$ cat src/hdl/idt_pkg.sv
// constants, types and decode helpers for the instruction decode and timing block
package idt_pkg;

  // ---------------------------------------------------------------
  // widths
  // ---------------------------------------------------------------
  localparam int unsigned WORD_W   = 24;
  localparam int unsigned FLAG_W   = 9;
  localparam int unsigned ERR_W    = 2;
  localparam int unsigned CNT_W    = 2;

  // ---------------------------------------------------------------
  // register map (byte addresses)
  // ---------------------------------------------------------------
  localparam logic [7:0] REG_CTRL  = 8'h00;
  localparam logic [7:0] REG_FLAGS = 8'h04;
  localparam logic [7:0] REG_LAST  = 8'h08;
  localparam logic [7:0] REG_COUNT = 8'h0C;
  localparam logic [7:0] REG_ERR   = 8'h10;

  localparam logic        CTRL_RST  = 1'b1;
  localparam logic [8:0]  FLAGS_RST = 9'h000;
  localparam logic [1:0]  ERR_RST   = 2'h0;

  // flag positions
  localparam int unsigned FL_C  = 0;
  localparam int unsigned FL_DC = 1;
  localparam int unsigned FL_N  = 2;
  localparam int unsigned FL_OV = 3;
  localparam int unsigned FL_Z  = 4;
  localparam int unsigned FL_OA = 5;
  localparam int unsigned FL_OB = 6;
  localparam int unsigned FL_SA = 7;
  localparam int unsigned FL_SB = 8;

  // error positions
  localparam int unsigned ER_LIT = 0;
  localparam int unsigned ER_W2  = 1;

  localparam logic [1:0] RESP_OKAY   = 2'h0;
  localparam logic [1:0] RESP_SLVERR = 2'h2;

  // ---------------------------------------------------------------
  // opcode byte values (word bits 23:16)
  // ---------------------------------------------------------------
  localparam logic [7:0] OPC_NOP    = 8'h00;
  localparam logic [7:0] OPC_GOTO   = 8'h01;
  localparam logic [7:0] OPC_CALL   = 8'h02;
  localparam logic [7:0] OPC_MOVD   = 8'h03;
  localparam logic [7:0] OPC_BRA    = 8'h04;
  localparam logic [7:0] OPC_IND    = 8'h05;
  localparam logic [7:0] OPC_TBLRD  = 8'h06;
  localparam logic [7:0] OPC_TBLWR  = 8'h07;
  localparam logic [7:0] OPC_RET    = 8'h08;
  localparam logic [7:0] OPC_IRET   = 8'h09;
  localparam logic [7:0] OPC_SKIP   = 8'h0A;
  localparam logic [7:0] OPC_CBRA   = 8'h0B;

  // extra no-operation cycles and total cycle figures
  localparam logic [1:0] NOP_NONE   = 2'h0;
  localparam logic [1:0] NOP_ONE    = 2'h1;
  localparam logic [1:0] NOP_TWO    = 2'h2;
  localparam logic [1:0] CYC_ONE    = 2'h1;
  localparam logic [1:0] CYC_TWO    = 2'h2;
  localparam logic [1:0] CYC_THREE  = 2'h3;

  // size field codes
  localparam logic [1:0] SZ_WORD    = 2'h0;
  localparam logic [1:0] SZ_BYTE    = 2'h1;
  localparam logic [1:0] SZ_DOUBLE  = 2'h2;

  typedef enum logic [3:0] {
    CL_NOP, CL_GOTO_DW, CL_CALL_DW, CL_MOVD_DW, CL_BRANCH, CL_IND_JUMP,
    CL_TBL_RD, CL_TBL_WR, CL_RET, CL_IRET, CL_SKIP, CL_CBRANCH, CL_ALU
  } idt_class_e;

  function automatic idt_class_e idt_class_of(input logic [WORD_W-1:0] w);
    case (w[23:16])
      OPC_NOP:   return CL_NOP;
      OPC_GOTO:  return CL_GOTO_DW;
      OPC_CALL:  return CL_CALL_DW;
      OPC_MOVD:  return CL_MOVD_DW;
      OPC_BRA:   return CL_BRANCH;
      OPC_IND:   return CL_IND_JUMP;
      OPC_TBLRD: return CL_TBL_RD;
      OPC_TBLWR: return CL_TBL_WR;
      OPC_RET:   return CL_RET;
      OPC_IRET:  return CL_IRET;
      OPC_SKIP:  return CL_SKIP;
      OPC_CBRA:  return CL_CBRANCH;
      default:   return CL_ALU;
    endcase
  endfunction

  function automatic logic idt_is_double(input logic [WORD_W-1:0] w);
    idt_class_e c;
    c = idt_class_of(w);
    return (c == CL_GOTO_DW) || (c == CL_CALL_DW) || (c == CL_MOVD_DW);
  endfunction

endpackage

$ cat src/hdl/idt_nop_if.sv
// carrier between the decoder and its no-operation cycle timer
`timescale 1ns/1ps
`default_nettype none
interface idt_nop_if;
  logic       load;
  logic [1:0] count;
  logic       busy;
  modport ctl (output load, output count, input busy);
  modport tmr (input load, input count, output busy);
endinterface
`default_nettype wire

$ cat src/hdl/idt_decoder.sv
// instruction decode and cycle timing with an AXI4-Lite register port
// Functional notes
// - two-word instructions form one 48-bit operation beside single-word ones
// - second word of a two-word instruction has its top eight bits zero
// - a lone second word executes as a no-operation
// - every two-word instruction takes exactly two cycles
// - single-word ops take one cycle, two when condition true or flow changes, three for returns
// - branch, indirect jump, table access and returns take two or three cycles
// - a taken skip costs two cycles, three over a two-word instruction
// - two-word data moves take two cycles
// - file address operand spans 0 up to 0x1FFF
// - bit select is 4 bits, base register picks one of sixteen
// - accumulator write-back goes to W13 or to [W13] with post-increment 2
// - accumulator operand selects A or B only
// - ten-bit signed literal is two's complement, -512 to 511
// - carry, digit carry, negative, overflow and sticky zero flags are kept
// - DSP flags keep overflow and saturation of accumulators A and B
// - size modifier picks byte, word or double, word default; shadow select
//
// Added by the designer: the placing of the registers and the AXI4-Lite slave port.
`timescale 1ns/1ps
`default_nettype none
module idt_decoder (
  input  wire logic                     i_clk,
  input  wire logic                     i_rst,
  input  wire logic                     i_ce,
  input  wire logic                     i_awvalid,
  output logic                          o_awready,
  input  wire logic [7:0]               i_awaddr,
  input  wire logic                     i_wvalid,
  output logic                          o_wready,
  input  wire logic [31:0]              i_wdata,
  input  wire logic [3:0]               i_wstrb,
  output logic                          o_bvalid,
  input  wire logic                     i_bready,
  output logic [1:0]                    o_bresp,
  input  wire logic                     i_arvalid,
  output logic                          o_arready,
  input  wire logic [7:0]               i_araddr,
  output logic                          o_rvalid,
  input  wire logic                     i_rready,
  output logic [31:0]                   o_rdata,
  output logic [1:0]                    o_rresp,
  input  wire logic                     i_fetch_valid,
  input  wire logic [idt_pkg::WORD_W-1:0] i_fetch_word,
  output logic                          o_fetch_ready,
  input  wire logic                     i_cond_true,
  input  wire logic [idt_pkg::FLAG_W-1:0] i_flag_we,
  input  wire logic [idt_pkg::FLAG_W-1:0] i_flag_val,
  output logic                          o_op_valid,
  output idt_pkg::idt_class_e           o_op_class,
  output logic [idt_pkg::WORD_W-1:0]    o_op_word1,
  output logic [idt_pkg::WORD_W-1:0]    o_op_word2,
  output logic [1:0]                    o_op_cycles,
  output logic                          o_nop_cycle,
  output logic [22:0]                   o_wide_program_literal,
  output logic                          o_literal_fault,
  output logic [15:0]                   o_signed_ten_bit_literal,
  output logic [3:0]                    o_bit_select_operand,
  output logic [3:0]                    o_base_work_register,
  output logic                          o_acc_b_sel,
  output logic                          o_accumulator_writeback_target,
  output logic [1:0]                    o_op_size,
  output logic                          o_shadow_sel,
  output logic [12:0]                   o_file_addr,
  output logic [idt_pkg::FLAG_W-1:0]    o_flags
);
  import idt_pkg::*;

  typedef enum logic [1:0] {ST_RUN, ST_WAIT2, ST_SKIP1, ST_SKIP2} idt_state_e;

  // ---------------------------------------------------------------
  // decode sequencer state
  // ---------------------------------------------------------------
  idt_state_e          st_reg, st_next;
  logic                opv_reg, opv_next;
  idt_class_e          cls_reg, cls_next;
  logic [WORD_W-1:0]   w1_reg, w1_next;
  logic [WORD_W-1:0]   w2_reg, w2_next;
  logic [1:0]          cyc_reg, cyc_next;
  logic                nopc_reg, nopc_next;
  logic [ERR_W-1:0]    err_set;
  idt_class_e          in_cls;
  logic                take;
  logic                ctrl_reg;

  idt_nop_if nop ();

  idt_nop_timer u_timer (
    .i_clk (i_clk),
    .i_rst (i_rst),
    .i_ce  (i_ce),
    .nop   (nop)
  );

  // stall while extra cycles run or software has decoding switched off
  assign o_fetch_ready = ctrl_reg & ~nop.busy;
  assign take          = i_ce & i_fetch_valid & o_fetch_ready;
  assign in_cls        = idt_class_of(i_fetch_word);

  always_comb begin
    st_next   = st_reg;
    opv_next  = 1'b0;
    cls_next  = cls_reg;
    w1_next   = w1_reg;
    w2_next   = w2_reg;
    cyc_next  = cyc_reg;
    nopc_next = nop.busy;
    err_set   = '0;
    nop.load  = 1'b0;
    nop.count = NOP_NONE;
    if (take) begin
      case (st_reg)
        ST_RUN: begin
          w1_next = i_fetch_word;
          w2_next = '0;
          if (idt_is_double(i_fetch_word)) begin
            st_next = ST_WAIT2;
          end else begin
            // opcode byte zero, as on a stray second word, is a no-operation
            opv_next = 1'b1;
            cls_next = in_cls;
            cyc_next = CYC_ONE;
            case (in_cls)
              CL_BRANCH, CL_IND_JUMP, CL_TBL_RD, CL_TBL_WR: begin
                cyc_next  = CYC_TWO;
                nop.load  = 1'b1;
                nop.count = NOP_ONE;
              end
              CL_RET, CL_IRET: begin
                cyc_next  = CYC_THREE;
                nop.load  = 1'b1;
                nop.count = NOP_TWO;
              end
              CL_CBRANCH: begin
                if (i_cond_true) begin
                  cyc_next  = CYC_TWO;
                  nop.load  = 1'b1;
                  nop.count = NOP_ONE;
                end
              end
              CL_SKIP: begin
                if (i_cond_true) begin
                  st_next = ST_SKIP1;
                end
              end
              default: begin
                cyc_next = CYC_ONE;
              end
            endcase
          end
        end
        ST_WAIT2: begin
          // second word completes the held op, never decoded on its own
          opv_next = 1'b1;
          cls_next = idt_class_of(w1_reg);
          w2_next  = i_fetch_word;
          cyc_next = CYC_TWO;
          err_set[ER_W2]  = (i_fetch_word[23:16] != OPC_NOP);
          err_set[ER_LIT] = (idt_class_of(w1_reg) != CL_MOVD_DW) & w1_reg[0];
          st_next  = ST_RUN;
        end
        ST_SKIP1: begin
          // skipped word is dropped; a two-word one costs one more slot
          nopc_next = 1'b1;
          st_next   = idt_is_double(i_fetch_word) ? ST_SKIP2 : ST_RUN;
        end
        ST_SKIP2: begin
          nopc_next = 1'b1;
          st_next   = ST_RUN;
        end
        default: begin
          st_next = ST_RUN;
        end
      endcase
    end
  end

  always_ff @(posedge i_clk) begin
    if (i_rst) begin
      st_reg   <= ST_RUN;
      opv_reg  <= 1'b0;
      cls_reg  <= CL_NOP;
      w1_reg   <= '0;
      w2_reg   <= '0;
      cyc_reg  <= CYC_ONE;
      nopc_reg <= 1'b0;
    end else if (i_ce) begin
      st_reg   <= st_next;
      opv_reg  <= opv_next;
      cls_reg  <= cls_next;
      w1_reg   <= w1_next;
      w2_reg   <= w2_next;
      cyc_reg  <= cyc_next;
      nopc_reg <= nopc_next;
    end
  end

  // ---------------------------------------------------------------
  // operand views of the issued op
  // ---------------------------------------------------------------
  assign o_op_valid   = opv_reg;
  assign o_op_class   = cls_reg;
  assign o_op_word1   = w1_reg;
  assign o_op_word2   = w2_reg;
  assign o_op_cycles  = cyc_reg;
  assign o_nop_cycle  = nopc_reg;
  assign o_wide_program_literal   = {w2_reg[6:0], w1_reg[15:0]};
  assign o_literal_fault          = w1_reg[0] & ((cls_reg == CL_GOTO_DW) |
                                    (cls_reg == CL_CALL_DW));
  assign o_signed_ten_bit_literal = {{6{w1_reg[9]}}, w1_reg[9:0]};
  assign o_bit_select_operand     = w1_reg[3:0];
  assign o_base_work_register     = w1_reg[10:7];
  assign o_acc_b_sel              = w1_reg[12];
  // low selects W13 itself, high selects [W13] then W13 += 2
  assign o_accumulator_writeback_target = w1_reg[11];
  // code 3 is unused and falls back to word size
  assign o_op_size    = (w1_reg[15:14] == 2'h3) ? SZ_WORD : w1_reg[15:14];
  assign o_shadow_sel = w1_reg[13];
  assign o_file_addr  = w1_reg[12:0];

  // ---------------------------------------------------------------
  // status flags, error sticky bits and counters
  // ---------------------------------------------------------------
  logic [FLAG_W-1:0] flags_reg, flags_next;
  logic [ERR_W-1:0]  err_reg, err_next;
  logic [31:0]       count_reg, count_next;
  logic              ctrl_next;
  logic              wr_fire;
  logic [7:0]        aw_addr_reg;
  logic [31:0]       w_data_reg;

  always_comb begin
    flags_next = flags_reg;
    err_next   = err_reg;
    ctrl_next  = ctrl_reg;
    count_next = count_reg + {31'h0, opv_next};
    if (wr_fire && aw_addr_reg == REG_CTRL) begin
      ctrl_next = w_data_reg[0];
    end
    if (wr_fire && aw_addr_reg == REG_FLAGS) begin
      flags_next = w_data_reg[FLAG_W-1:0];
    end
    if (wr_fire && aw_addr_reg == REG_ERR) begin
      err_next = err_reg & ~w_data_reg[ERR_W-1:0];
    end
    err_next = err_next | err_set;
    for (int i = 0; i < FLAG_W; i++) begin
      if (i_flag_we[i]) begin
        // zero flag is sticky: a zero result never sets it, nonzero clears it
        flags_next[i] = (i == FL_Z) ? (flags_reg[i] & i_flag_val[i])
                                    : i_flag_val[i];
      end
    end
  end

  always_ff @(posedge i_clk) begin
    if (i_rst) begin
      flags_reg <= FLAGS_RST;
      err_reg   <= ERR_RST;
      ctrl_reg  <= CTRL_RST;
      count_reg <= 32'h0;
    end else if (i_ce) begin
      flags_reg <= flags_next;
      err_reg   <= err_next;
      ctrl_reg  <= ctrl_next;
      count_reg <= count_next;
    end
  end

  assign o_flags = flags_reg;

  // ---------------------------------------------------------------
  // AXI4-Lite slave
  // ---------------------------------------------------------------
  logic        aw_have_reg, aw_have_next;
  logic        w_have_reg, w_have_next;
  logic [7:0]  aw_addr_next;
  logic [31:0] w_data_next;
  logic        bvalid_reg, bvalid_next;
  logic [1:0]  bresp_reg, bresp_next;
  logic        rvalid_reg, rvalid_next;
  logic [31:0] rdata_reg, rdata_next;
  logic [1:0]  rresp_reg, rresp_next;

  function automatic logic idt_mapped(input logic [7:0] a);
    return (a == REG_CTRL) || (a == REG_FLAGS) || (a == REG_LAST) ||
           (a == REG_COUNT) || (a == REG_ERR);
  endfunction

  assign o_awready = ~aw_have_reg & ~bvalid_reg;
  assign o_wready  = ~w_have_reg & ~bvalid_reg;
  assign o_arready = ~rvalid_reg;
  assign wr_fire   = aw_have_reg & w_have_reg & ~bvalid_reg & (i_wstrb != 4'h0);

  always_comb begin
    aw_have_next = aw_have_reg;
    w_have_next  = w_have_reg;
    aw_addr_next = aw_addr_reg;
    w_data_next  = w_data_reg;
    bvalid_next  = bvalid_reg;
    bresp_next   = bresp_reg;
    rvalid_next  = rvalid_reg;
    rdata_next   = rdata_reg;
    rresp_next   = rresp_reg;
    if (i_awvalid && o_awready) begin
      aw_have_next = 1'b1;
      aw_addr_next = {i_awaddr[7:2], 2'b00};
    end
    if (i_wvalid && o_wready) begin
      w_have_next = 1'b1;
      w_data_next = i_wdata;
    end
    if (aw_have_reg && w_have_reg && !bvalid_reg) begin
      aw_have_next = 1'b0;
      w_have_next  = 1'b0;
      bvalid_next  = 1'b1;
      bresp_next   = idt_mapped(aw_addr_reg) ? RESP_OKAY : RESP_SLVERR;
    end else if (bvalid_reg && i_bready) begin
      bvalid_next = 1'b0;
    end
    if (i_arvalid && o_arready) begin
      rvalid_next = 1'b1;
      rresp_next  = idt_mapped({i_araddr[7:2], 2'b00}) ? RESP_OKAY : RESP_SLVERR;
      case ({i_araddr[7:2], 2'b00})
        REG_CTRL:  rdata_next = {31'h0, ctrl_reg};
        REG_FLAGS: rdata_next = {23'h0, flags_reg};
        REG_LAST:  rdata_next = {24'h0, cyc_reg, 1'b0, opv_reg, cls_reg};
        REG_COUNT: rdata_next = count_reg;
        REG_ERR:   rdata_next = {30'h0, err_reg};
        default:   rdata_next = 32'h0;
      endcase
    end else if (rvalid_reg && i_rready) begin
      rvalid_next = 1'b0;
    end
  end

  always_ff @(posedge i_clk) begin
    if (i_rst) begin
      aw_have_reg <= 1'b0;
      w_have_reg  <= 1'b0;
      aw_addr_reg <= 8'h00;
      w_data_reg  <= 32'h0;
      bvalid_reg  <= 1'b0;
      bresp_reg   <= RESP_OKAY;
      rvalid_reg  <= 1'b0;
      rdata_reg   <= 32'h0;
      rresp_reg   <= RESP_OKAY;
    end else if (i_ce) begin
      aw_have_reg <= aw_have_next;
      w_have_reg  <= w_have_next;
      aw_addr_reg <= aw_addr_next;
      w_data_reg  <= w_data_next;
      bvalid_reg  <= bvalid_next;
      bresp_reg   <= bresp_next;
      rvalid_reg  <= rvalid_next;
      rdata_reg   <= rdata_next;
      rresp_reg   <= rresp_next;
    end
  end

  assign o_bvalid = bvalid_reg;
  assign o_bresp  = bresp_reg;
  assign o_rvalid = rvalid_reg;
  assign o_rdata  = rdata_reg;
  assign o_rresp  = rresp_reg;
endmodule
`default_nettype wire

$ cat src/hdl/idt_nop_timer.sv
// counter of inserted no-operation cycles
`timescale 1ns/1ps
`default_nettype none
module idt_nop_timer (
  input  wire logic i_clk,
  input  wire logic i_rst,
  input  wire logic i_ce,
  idt_nop_if.tmr    nop
);
  import idt_pkg::*;

  logic [CNT_W-1:0] cnt_reg;
  logic [CNT_W-1:0] cnt_next;

  always_comb begin
    cnt_next = cnt_reg;
    if (nop.load) begin
      cnt_next = nop.count;
    end else if (cnt_reg != NOP_NONE) begin
      cnt_next = cnt_reg - NOP_ONE;
    end
  end

  always_ff @(posedge i_clk) begin
    if (i_rst) begin
      cnt_reg <= NOP_NONE;
    end else if (i_ce) begin
      cnt_reg <= cnt_next;
    end
  end

  assign nop.busy = (cnt_reg != NOP_NONE);
endmodule
`default_nettype wire

$ cat config.mk
export PLATFORM = sky130hd
export DESIGN_NAME = idt_decoder
export DESIGN_NICKNAME = d
export VERILOG_FILES = /design/src/hdl/idt_pkg.sv /design/src/hdl/idt_nop_if.sv /design/src/hdl/idt_decoder.sv /design/src/hdl/idt_nop_timer.sv
export SDC_FILE = /design/constraint.sdc
export NUM_CORES = 1
export LEC_CHECK = 0
export BUFFER_PORTS_ARGS = -buffer_cell sky130_fd_sc_hd__buf_4
export CAP_MARGIN = 10
export CORE_UTILIZATION = 50
export CTS_CLUSTER_DIAMETER = 200
export DETAILED_ROUTE_END_ITERATION = 6
export GPL_ROUTABILITY_DRIVEN = 0
export HOLD_SLACK_MARGIN = 0.12
export PLACE_DENSITY_LB_ADDON = 0.3
export SYNTH_ARGS = -nofsm -noshare
export SYNTH_HDL_FRONTEND = slang
export SYNTH_SLANG_ARGS = --single-unit
$ cat constraint.sdc
create_clock -name i_clk -period 4.19 [get_ports i_clk]
set_input_delay 0.838 -clock i_clk [delete_from_list [all_inputs] [get_ports i_clk]]
set_output_delay 0.838 -clock i_clk [all_outputs]
set_load 0.02 [all_outputs]
==> results of run 1 <==
final cells by class:
| class | count | area share, % |
|---|---|---|
| Clock buffer | 19 | 4.74 |
| Tap cell | 184 | 2.41 |
| Timing Repair Buffer | 256 | 20.2 |
| Clock inverter | 13 | 1.35 |
| Inverter | 10 | 0.393 |
| Multi-Input combinational cell | 626 | 37.1 |
| Sequential cell | 161 | 33.7 |
worst max-delay path, cell delays in order (launching register included):
cell,delay (ns)
dfxtp_1,0.33
inv_1,0.06
ha_1,0.24
nand4_1,0.18
nor2_1,0.18
or2b_4,0.33
inv_1,0.06
ha_1,0.17
ha_1,0.17
and4_1,0.32
nand4_1,0.62
or4_1,0.71
a21oi_1,0.16
per-layer routing:
layer | up-vias | global-route usage [%] | routed length [microns] | part of all wire (%)
li1 | 3459 | - | - | -
met4 | 0 | 6.74 | 220 | 1.1
met3 | 24 | 5.52 | 1130 | 5.6
met5 | - | 0 | 0 | 0
met1 | 3300 | 32.6 | 8650 | 43
met2 | 202 | 44.7 | 10100 | 50
cells in the mapped netlist (9+ instances only):
master / count / area, sq um
nand2_1: 137 / 514
dfxtp_1: 161 / 3220
mux2_2: 12 / 135
nand3_1: 42 / 210
o21ai_0: 17 / 85.1
buf_4: 67 / 503
inv_1: 10 / 37.5
buf_2: 14 / 70.1
nor3_1: 32 / 160
mux2i_1: 21 / 210
a21oi_1: 108 / 541
nand4_1: 13 / 81.3
a31oi_1: 10 / 62.6
nor2_1: 75 / 282
nor2b_1: 14 / 87.6
o31ai_1: 12 / 90.1
or4_1: 10 / 75.1
clkbuf_1: 48 / 180
nor4_1: 9 / 56.3
power groups by stage:
stage	Combinational, mW	Clock [mW]	Sequential, mW
floorplan	0.483	0	1.75
global placement	0.769	0	1.71
detailed placement	0.777	0	1.71
CTS	0.779	1.53	1.68
global route	0.834	1.60	1.69
finish	0.777	1.51	1.68
logic make-up after synthesis:
family                   count (synthesis)  synth area share, %
XOR/XNOR                                10                 1.16
multiplexers                            33                 4.56
AND/OR/NAND/NOR                        388                 25.6
AO/OA/AOI/OAI                          190                 14.9
flip-flops                             161                 42.6
buffers and inverters                  140                 10.6
adder cells (fa/ha/maj)                  3                0.496
other                                    1               0.0496
worst max path at each step:
stage	depth (start not counted)	slack, ns	endpoint	startpoint
final	12	0.58	count_reg[22]$_SDFFE_PP0P_	u_timer.cnt_reg[0]$_SDFFE_PP0P_
after global routing	12	0.32	count_reg[22]$_SDFFE_PP0P_	u_timer.cnt_reg[1]$_SDFFE_PP0P_
after CTS	12	0.63	count_reg[22]$_SDFFE_PP0P_	u_timer.cnt_reg[0]$_SDFFE_PP0P_
after detailed placement	11	0.37	count_reg[22]$_SDFFE_PP0P_	i_fetch_word[16]
after global placement	11	0.46	count_reg[18]$_SDFFE_PP0P_	i_fetch_word[16]
after floorplan	13	0.62	count_reg[20]$_SDFFE_PP0P_	i_fetch_word[20]
==> out/qor.csv, run 1 <==
stage,metric,value,unit
finish,FF/Latch Area,3220,sq um
pwr,internal power,2.78,mW
drt,vias post-DR,6985,
global_route,largest net degree at the start of global routing,87,
worst_hold_path,Hold Path Sink,o_rdata[10]$_SDFFE_PP0P_,
floorplan,Die Span X,125,microns
synthesis,mapped cell area,7560,sq um
cts,clock transition at the registers of the reported paths,0.07,ns
setup_path,Crit path required time,4.54,ns
finish,final instance area,9560,sq um
setup_path,crit path max fanout,20,
timing,min Tclk post-route,3.61,ns
synthesis,Ys Warns,0,
place,HPWL Detailed,13700,microns
cts,hold buffers post-CTS,0,
cts,clk_lat worst skew,0.42,ns
drt,DRC errors left,20,
pwr,Clock Power Share,38.1,%
synthesis,Post-synth EDFFs,0,
finish,most frequent cells in the layout,"buf_4, dfxtp_1, nand2_1",
timing,hold slack,0.450,ns
drt,post-route ant nets,0,
drt,drt via density,5.50,
finish,number of fill cells,1282,
pwr,Pwr Density,415,nW/um^2
timing,Slew Limit Fails,0,
setup_path,reg2reg start,u_timer.cnt_reg[0]$_SDFFE_PP0P_,
timing,RSZ-0062 raised after global routing,no,
timing,period utilization,86.2,%
setup_path,Setup CP Type,reg2reg,
floorplan,Initial Utilization,51.7,%
timing,worst slew pin tran,0.976,ns
timing,Worst slew margin,34.9,%
drt,WL final,20100,microns
setup_path,Crit Reg-Reg Endpoint,count_reg[22]$_SDFFE_PP0P_,
run,maxcap violations,0,
timing,Clock Skew,0.00749,ns
floorplan,chip height,125,microns
timing,Fmax achieved,277,MHz
global_route,vias in the first global route,6402,
setup_path,flop2flop setup slack,0.58,ns
pwr,sequential power share,42.3,%
synthesis,sequential fraction of the synthesis area,42.6,%
finish,Area growth syn-to-layout,26.3,%
cts,clock tree buffer depth,2,
run_status,failing checks,DRC,
pwr,VDD IR max,0.394,mV
synthesis,register bit total from synthesis,161,
finish,share of layout cells above drive strength 1,28.6,%
cts,htree depth,4,
global_route,initial antenna violation count,0,
timing,Sum Neg Setup Slack,0,ns
finish,"most common cell after layout, fill and taps aside",buf_4,
cts,Resized cells post-CTS,0,
synthesis,main flop type after synthesis,dfxtp_1,
drt,Initial DRT Pass Iterations,7,
cts,# Post-CTS Setup Buffers,0,
setup_path,r2r worst-path depth,12,
timing,Final Hold Vio Count,0,
place,Placed Cells incl. Taps,1237,
synthesis,Yosys cell types,62,
global_route,grt ovf,0,
pwr,Lkg Pwr,3.86,nW
synthesis,cell count after synthesis,926,
global_route,first-pass GRT wire length,32800,microns
setup_path,Critical Path AT,3.96,ns
setup_path,CP Launch Type,flip-flop,
setup_path,CP endpoint kind,flip-flop,
drt,Iter 0 DRT Violations,601,
worst_hold_path,Hold Path Cell Cnt,2,
floorplan,io pins,277,
worst_hold_path,Hold Path Origin,o_rdata[10]$_SDFFE_PP0P_,
finish,end-of-flow core utilization,65.3,%
drt,drt wl/cell,15.9,microns
timing,endpoints failing setup,0,
cts,clk sink count,161,
run_status,status,finished with violations,
global_route,Tot GR Track Use,25.8,%
floorplan,full die area,15600,sq um
cts,Root Driver,clkbuf_16,
worst_hold_path,Hold Path Class,reg2reg,
pwr,Final Power,3.96,mW
pwr,Net Switching,1.18,mW
finish,"non-filler cells, final",1269,
place,port bufs,247,
synthesis,Synth async-reset ratio,0,%
place,cell area after placement,8970,sq um
pwr,Gate power share,19.6,%
finish,Layout Nets,1179,
cts,TritonCTS clock tree,yes,
timing,"Worst Setup Slack, final",0.578,ns
finish,diodes inserted,0,
floorplan,core area,14600,sq um
pwr,Sw Share,29.9,%
synthesis,Avg Inst Size Synth,8.17,sq um
cts,total CTS buffers,17,
finish,area occupied by multi-input gates,3550,sq um
place,dpl ws,0.372,ns
floorplan,Rows,44,
Note: power is estimated with default switching activity, not from simulation.
==> run 2, diff against run 1 <==
Settings changed: ABC_AREA set to 1, CORE_UTILIZATION 50 to 35.
==> out/qor.csv, run 2 <==
stage,metric,value,unit,change
drt,drt via density,4.78,,-13%
pwr,Lkg Pwr,4.07,nW,+5.5%
floorplan,core area,21000,sq um,+43%
drt,DR WL met3,1370,microns,+22%
cts,clk sink count,161,,unchanged
finish,area occupied by multi-input gates,3300,sq um,-6.9%
finish,diodes inserted,0,,unchanged
synthesis,Yosys top cell area share,43.1,%,+0.49 points
global_route,Tot GR Track Use,19.7,%,-6.1 points
synthesis,Post-synth EDFFs,0,,unchanged
timing,worst slew pin tran,0.882,ns,-0.0947 ns
pwr,sequential power share,43.9,%,+1.6 points
timing,Fmax achieved,335,MHz,+21%
pwr,internal power,2.69,mW,-3.4%
synthesis,Post-synth top cells,"nand2_1, dfxtp_1, nor2_1, a21oi_1, o21ai_0",,
setup_path,Critical Path AT,3.27,ns,-0.69 ns
timing,endpoints failing setup,0,,unchanged
timing,Worst slew margin,40.9,%,+6.0 points
drt,M1 WL,9540,microns,+10%
setup_path,CP endpoint kind,flip-flop,,
floorplan,chip height,148,microns,+19%
synthesis,mapped cell area,7480,sq um,-1.1%
floorplan,io pins,277,,unchanged
floorplan,Die Span X,148,microns,+19%
timing,Final Hold Vio Count,0,,unchanged
drt,drt wl/cell,14.8,microns,-6.8%
drt,Iter 0 DRT Violations,319,,-47%
pwr,Clock Power Share,40.0,%,+1.9 points
worst_hold_path,Hold Path Class,reg2reg,,
pwr,VDD IR max,0.262,mV,-34%
drt,vias post-DR,7011,,+0.37%
run,maxcap violations,0,,unchanged
floorplan,Rows,53,,+20%
timing,Slew Limit Fails,0,,unchanged
drt,met2 routed WL,10300,microns,+1.9%
cts,total CTS buffers,17,,unchanged
finish,share of layout cells above drive strength 1,29.0,%,+0.40 points
setup_path,flop2flop setup slack,1.24,ns,+0.66 ns
finish,most frequent cells in the layout,"buf_4, nand2_1, dfxtp_1",,
setup_path,crit path max fanout,20,,unchanged
drt,post-route ant nets,0,,unchanged
timing,RSZ-0062 raised after global routing,no,,
synthesis,Avg Inst Size Synth,7.40,sq um,-9.4%
cts,htree depth,4,,unchanged
timing,Clock Skew,0.0128,ns,+0.00535 ns
global_route,first-pass GRT wire length,33400,microns,+2.0%
place,port bufs,247,,unchanged
drt,WL final,21700,microns,+7.7%
finish,"most common cell after layout, fill and taps aside",buf_4,,
cts,Root Driver,clkbuf_16,,
cts,clk_lat worst skew,0.43,ns,about the same
pwr,Sw Share,29.0,%,-0.90 points
finish,Layout Nets,1285,,+9.0%
drt,highest routing layer actually used,met4,,
drt,DRC errors left,0,,-100%
synthesis,Yosys cell types,47,,-24%
finish,FF/Latch Area,3220,sq um,unchanged
cts,# Post-CTS Setup Buffers,0,,unchanged
synthesis,cell count after synthesis,1010,,+9.1%
drt,Initial DRT Pass Iterations,4,,-3
place,HPWL Detailed,15900,microns,+16%
floorplan,full die area,22000,sq um,+41%
finish,end-of-flow core utilization,46.0,%,-19 points
synthesis,most frequent cell after synthesis,nand2_1,,
setup_path,CP Launch Type,input pin,,
pwr,Pwr Density,393,nW/um^2,-5.4%
timing,min Tclk post-route,2.99,ns,-0.625 ns
setup_path,Setup CP Type,in2reg,,
cts,hold buffers post-CTS,0,,unchanged
finish,Area growth syn-to-layout,28.8,%,
global_route,initial antenna violation count,0,,unchanged
synthesis,Synth async-reset ratio,0,%,unchanged
synthesis,ranking of synthesized cells by area,"dfxtp_1, nand2_1, a21oi_1, buf_4, nor2_1",,
global_route,largest net degree at the start of global routing,59,,-32%
synthesis,sequential fraction of the synthesis area,43.1,%,+0.49 points
timing,period utilization,71.3,%,-15 points
setup_path,Crit path required time,4.47,ns,-0.07 ns
finish,number of fill cells,2153,,+68%
cts,clock tree buffer depth,2,,unchanged
global_route,grt ovf,0,,unchanged
pwr,Net Switching,1.10,mW,-7.5%
cts,TritonCTS clock tree,yes,,
floorplan,Initial Utilization,35.7,%,-16 points
run_status,status,completed,,
timing,Sum Neg Setup Slack,0,ns,unchanged
cts,clock transition at the registers of the reported paths,0.07,ns,about the same
pwr,Gate power share,16.2,%,-3.4 points
synthesis,main flop type after synthesis,dfxtp_1,,
synthesis,Ys Warns,0,,unchanged
global_route,vias in the first global route,6326,,-1.2%
synthesis,"area leader, netlist",dfxtp_1,,
synthesis,register bit total from synthesis,161,,unchanged
cts,Resized cells post-CTS,0,,unchanged
## run 2: cell count changes in the layout (fill, tap and decap cells not counted), moves of 14 or more
cell / delta
o21ai_0: +69
nor2_1: +57
inv_1: +52
nand2_1: +45
nor3_1: -18
mux2i_1: -15
nand3_1: -14
nor2b_1: -14
## run 2: cell families after synthesis
| family | count (synthesis) | share of synthesized area [%] |
|---|---|---|
| buffers and inverters | 181 | 12.8 |
| AOI/OAI and AO/OA | 231 | 16.3 |
| muxes | 6 | 0.803 |
| and+or+nand+nor | 419 | 25.6 |
| other | 1 | 0.0501 |
| adders and majority gates | 3 | 0.502 |
| DFF | 161 | 43.1 |
| xor gates and xnor gates | 8 | 0.937 |
## run 2: stage by stage
stage               cells  instance area [sq um]  total power [mW]  setup WS, ns  hold slack [ns]
floorplan            1011                   7480              2.08          1.43            0.429
global placement     1434                   9060              2.30         0.810            0.443
detailed placement   1434                   9060              2.31         0.763            0.446
CTS                  1466                   9630              3.82          1.20            0.456
global route         1466                   9630              3.94         0.938            0.477
finish               1466                   9630              3.78          1.20            0.453
## run 2: metal layers
layer	up-vias	GRT usage, %
li1	3590	-
met5	-	0
met3	26	4.85
met4	0	6.29
met2	228	34.2
met1	3167	23.6
## run 2: area by class of cell
type                            count  share of cell area (%)
Sequential cell                   161                    33.5
Clock buffer                       18                    4.56
Inverter                           77                    3.13
Clock inverter                     14                    1.34
Tap cell                          275                    3.57
Timing Repair Buffer              252                    19.6
Multi-Input combinational cell    669                    34.3
## run 2: worst max-delay path, cell delays in order
cell and delay (ns):
buf_4 0.25, nand2_1 0.16, nor2_4 0.17, inv_1 0.07, nor2_1 0.14, nand2_2 0.13, inv_4 0.13, ha_1 0.19
ha_1 0.18, inv_1 0.07, nor3_2 0.21, and2_4 0.22, nand2_4 0.06, nor2_4 0.13, inv_1 0.05, nor3b_1 0.19
nor3_1 0.06
## run 2: worst paths after layout
kind,startpoint,end,cells after the start
worst max-delay path,i_ce,count_reg[18]$_SDFFE_PP0P_,17
worst min-delay path,aw_addr_reg[6]$_SDFFE_PP0P_,aw_addr_reg[6]$_SDFFE_PP0P_,2
worst max register to register,u_timer.cnt_reg[0]$_SDFFE_PP0P_,count_reg[18]$_SDFFE_PP0P_,18
worst min register to register,aw_addr_reg[6]$_SDFFE_PP0P_,aw_addr_reg[6]$_SDFFE_PP0P_,2
## run 2: power groups by stage
stage / clock network, mW / logic, mW / registers [mW]
2_1_floorplan: 0 / 0.344 / 1.74
3_3_place_gp: 0 / 0.609 / 1.69
3_5_place_dp: 0 / 0.614 / 1.69
4_1_cts: 1.55 / 0.616 / 1.66
5_1_grt: 1.61 / 0.660 / 1.67
6_report: 1.51 / 0.611 / 1.66
==> run 3, diff against run 2 <==
Clock period 4.19 ns to 2.6 ns, I/O delays scaled along.
==> out/qor.csv, run 3 (same netlist as run 2, synthesis figures left out) <==
stage,metric,value,unit,change
setup_path,r2r worst-path depth,18,,unchanged
finish,Area growth syn-to-layout,34.3,%,
floorplan,chip height,148,microns,unchanged
setup_path,Critical Path AT,2.71,ns,-0.56 ns
cts,htree depth,4,,unchanged
timing,min Tclk post-route,2.42,ns,
pwr,sequential power share,42.5,%,-1.4 points
run,maxcap violations,0,,unchanged
setup_path,CP Launch Type,flip-flop,,
setup_path,Crit Reg-Reg Endpoint,count_reg[30]$_SDFFE_PP0P_,,
cts,clk_lat worst skew,0.43,ns,about the same
pwr,Lkg Pwr,4.28,nW,+5.1%
global_route,first-pass GRT wire length,34100,microns,+2.1%
cts,clk sink count,161,,unchanged
global_route,vias in the first global route,6474,,+2.3%
setup_path,Setup CP Type,reg2reg,,
pwr,Pwr Density,627,nW/um^2,+60%
place,port bufs,247,,unchanged
floorplan,Rows,53,,unchanged
timing,"Worst Setup Slack, final",0.179,ns,-1.02 ns
timing,period utilization,93.1,%,
floorplan,io pins,277,,unchanged
setup_path,worst path cell trace,inv_2 > ha_4 > nand2_2 > nor2_4 > inv_2 > nor2_4 > nand2_2 > inv_4 > ha_4 > ha_4 > inv_1 > nor3_4 > nand2_2 > nor3_2 > nand3_2 > nor2_2 > xnor2_1 > nor2_1,,
worst_hold_path,Hold Path Cell Cnt,3,,+1
timing,hold slack,0.344,ns,-0.109 ns
setup_path,flop2flop setup slack,0.18,ns,-1.06 ns
timing,worst slew pin tran,0.725,ns,-0.157 ns
timing,Final Hold Vio Count,0,,unchanged
pwr,Sw Share,28.7,%,-0.23 points
timing,Fmax achieved,413,MHz,
cts,TritonCTS clock tree,yes,,
setup_path,CP bufs+invs,4,,-1
place,HPWL Detailed,16300,microns,+2.1%
setup_path,reg2reg start,u_timer.cnt_reg[0]$_SDFFE_PP0P_,,
worst_hold_path,Hold Path Class,in2reg,,
timing,Clock Skew,0.0114,ns,-0.00147 ns
setup_path,Crit path required time,2.89,ns,-1.58 ns
setup_path,"CP delay by family, top",simple AND/OR/NAND/NOR gates,,
drt,WL final,21900,microns,+1.1%
global_route,grt ovf,0,,unchanged
drt,post-route ant nets,0,,unchanged
pwr,VDD IR max,0.401,mV,+53%
drt,drt wl/cell,14.6,microns,-1.3%
global_route,Tot GR Track Use,19.9,%,+0.19 points
pwr,internal power,4.49,mW,+67%
timing,endpoints failing setup,0,,unchanged
setup_path,CP endpoint kind,flip-flop,,
setup_path,Worst path slowest cell,dfxtp_2,,
cts,clock transition at the registers of the reported paths,0.07,ns,about the same
setup_path,"Largest stage delay, worst path",0.32,ns,+0.07 ns
finish,number of fill cells,2137,,-0.74%
worst_hold_path,Hold Path Origin,i_wdata[8],,
place,dpl ws,-0.107,ns,-0.869 ns
pwr,Final Power,6.30,mW,+67%
drt,vias post-DR,7171,,+2.3%
timing,Sum Neg Setup Slack,0,ns,unchanged
finish,Layout Nets,1321,,+2.8%
floorplan,full die area,22000,sq um,unchanged
finish,share of layout cells above drive strength 1,32.0,%,+3.1 points
cts,clock tree buffer depth,2,,unchanged
drt,Initial DRT Pass Iterations,5,,+1
drt,DRC errors left,0,,unchanged
run_status,status,completed,,
pwr,Clock Power Share,41.1,%,+1.1 points
floorplan,core area,21000,sq um,unchanged
drt,Iter 0 DRT Violations,279,,-13%
pwr,Gate power share,16.5,%,+0.3 points
global_route,initial antenna violation count,1,,+1
finish,most frequent cells in the layout,"buf_4, nand2_1, dfxtp_1",,
global_route,largest net degree at the start of global routing,59,,unchanged
finish,diodes inserted,0,,unchanged
setup_path,crit path max fanout,3,,-85%
setup_path,Worst path depth,18,,+1
floorplan,Die Span X,148,microns,unchanged
drt,drt via density,4.77,,-0.17%
timing,Worst slew margin,51.7,%,+11 points
timing,Slew Limit Fails,0,,unchanged
cts,total CTS buffers,17,,unchanged
pwr,Net Switching,1.81,mW,+65%
worst_hold_path,Hold Path Sink,w_data_reg[8]$_SDFFE_PP0P_,,
finish,"most common cell after layout, fill and taps aside",buf_4,,
cts,Root Driver,clkbuf_16,,
floorplan,Initial Utilization,35.7,%,unchanged
[run 3: cell count changes in the layout (fill, tap and decap cells not counted), sizes merged]
| cell | before | now |
|---|---|---|
| buf | 252 | 288 |
| bufinv | 1 | 2 |
| clkinvlp | 2 | 3 |
| clkinv | 8 | 4 |
| inv | 80 | 82 |
[run 3: worst max path at each step]
stage	from	end	slack (ns)
after floorplan	u_timer.cnt_reg[0]$_SDFFE_PP0P_	count_reg[18]$_SDFFE_PP0P_	0.09
after global placement	i_ce	count_reg[30]$_SDFFE_PP0P_	-0.03
after detailed placement	i_ce	count_reg[30]$_SDFFE_PP0P_	-0.11
after CTS	u_timer.cnt_reg[0]$_SDFFE_PP0P_	count_reg[30]$_SDFFE_PP0P_	0.04
after global routing	u_timer.cnt_reg[0]$_SDFFE_PP0P_	count_reg[30]$_SDFFE_PP0P_	-0.01
final	u_timer.cnt_reg[0]$_SDFFE_PP0P_	count_reg[30]$_SDFFE_PP0P_	0.18
[run 3: timing repair]
item,in CTS,in global routing
setup endpoints to repair,4,21
pin swaps,0,10
resized for setup,2,17
setup buffers,0,2
hold buffers,0,0
[run 3: per-stage QoR]
stage / utilization (%) / instance area [sq um] / instances
4_1_cts: 47.5 / 9960 / 1500
6_report: 47.9 / 10000 / 1502
5_1_grt: 47.9 / 10000 / 1502
3_3_place_gp: 44.6 / 9350 / 1468
3_5_place_dp: 44.6 / 9350 / 1468
2_1_floorplan: - / 7480 / 1011
[run 3: power groups by stage]
stage,Clock [mW],Sequential (mW),Combinational (mW)
after floorplan,0,2.80,0.555
after global placement,0,2.73,1.02
after detailed placement,0,2.73,1.03
after CTS,2.65,2.68,1.03
after global routing,2.75,2.69,1.12
final,2.59,2.68,1.04
[run 3: final cells by class]
class                           instances  area, sq um  share of cell area [%]
Multi-Input combinational cell        669         3380                    33.6
Sequential cell                       161         3220                    32.1
Clock buffer                           18          439                    4.37
Tap cell                              275          344                    3.43
Timing Repair Buffer                  288         2190                    21.8
Clock inverter                         14          169                    1.68
Inverter                               77          302                    3.00
[run 3: metal layers]
metal / GRT usage, % / vias to the layer above / part of all wire, %
met5: 0 / - / 0
met4: 7.42 / 0 / 2.2
met3: 4.11 / 29 / 6.2
met2: 34.2 / 240 / 48
met1: 24.3 / 3241 / 44
li1: - / 3661 / -
[run 3: tightest hold or removal path, cell delays in order]
cell and delay (ns):
buf_4 0.07, o21ai_0 0.07, nor2_1 0.08
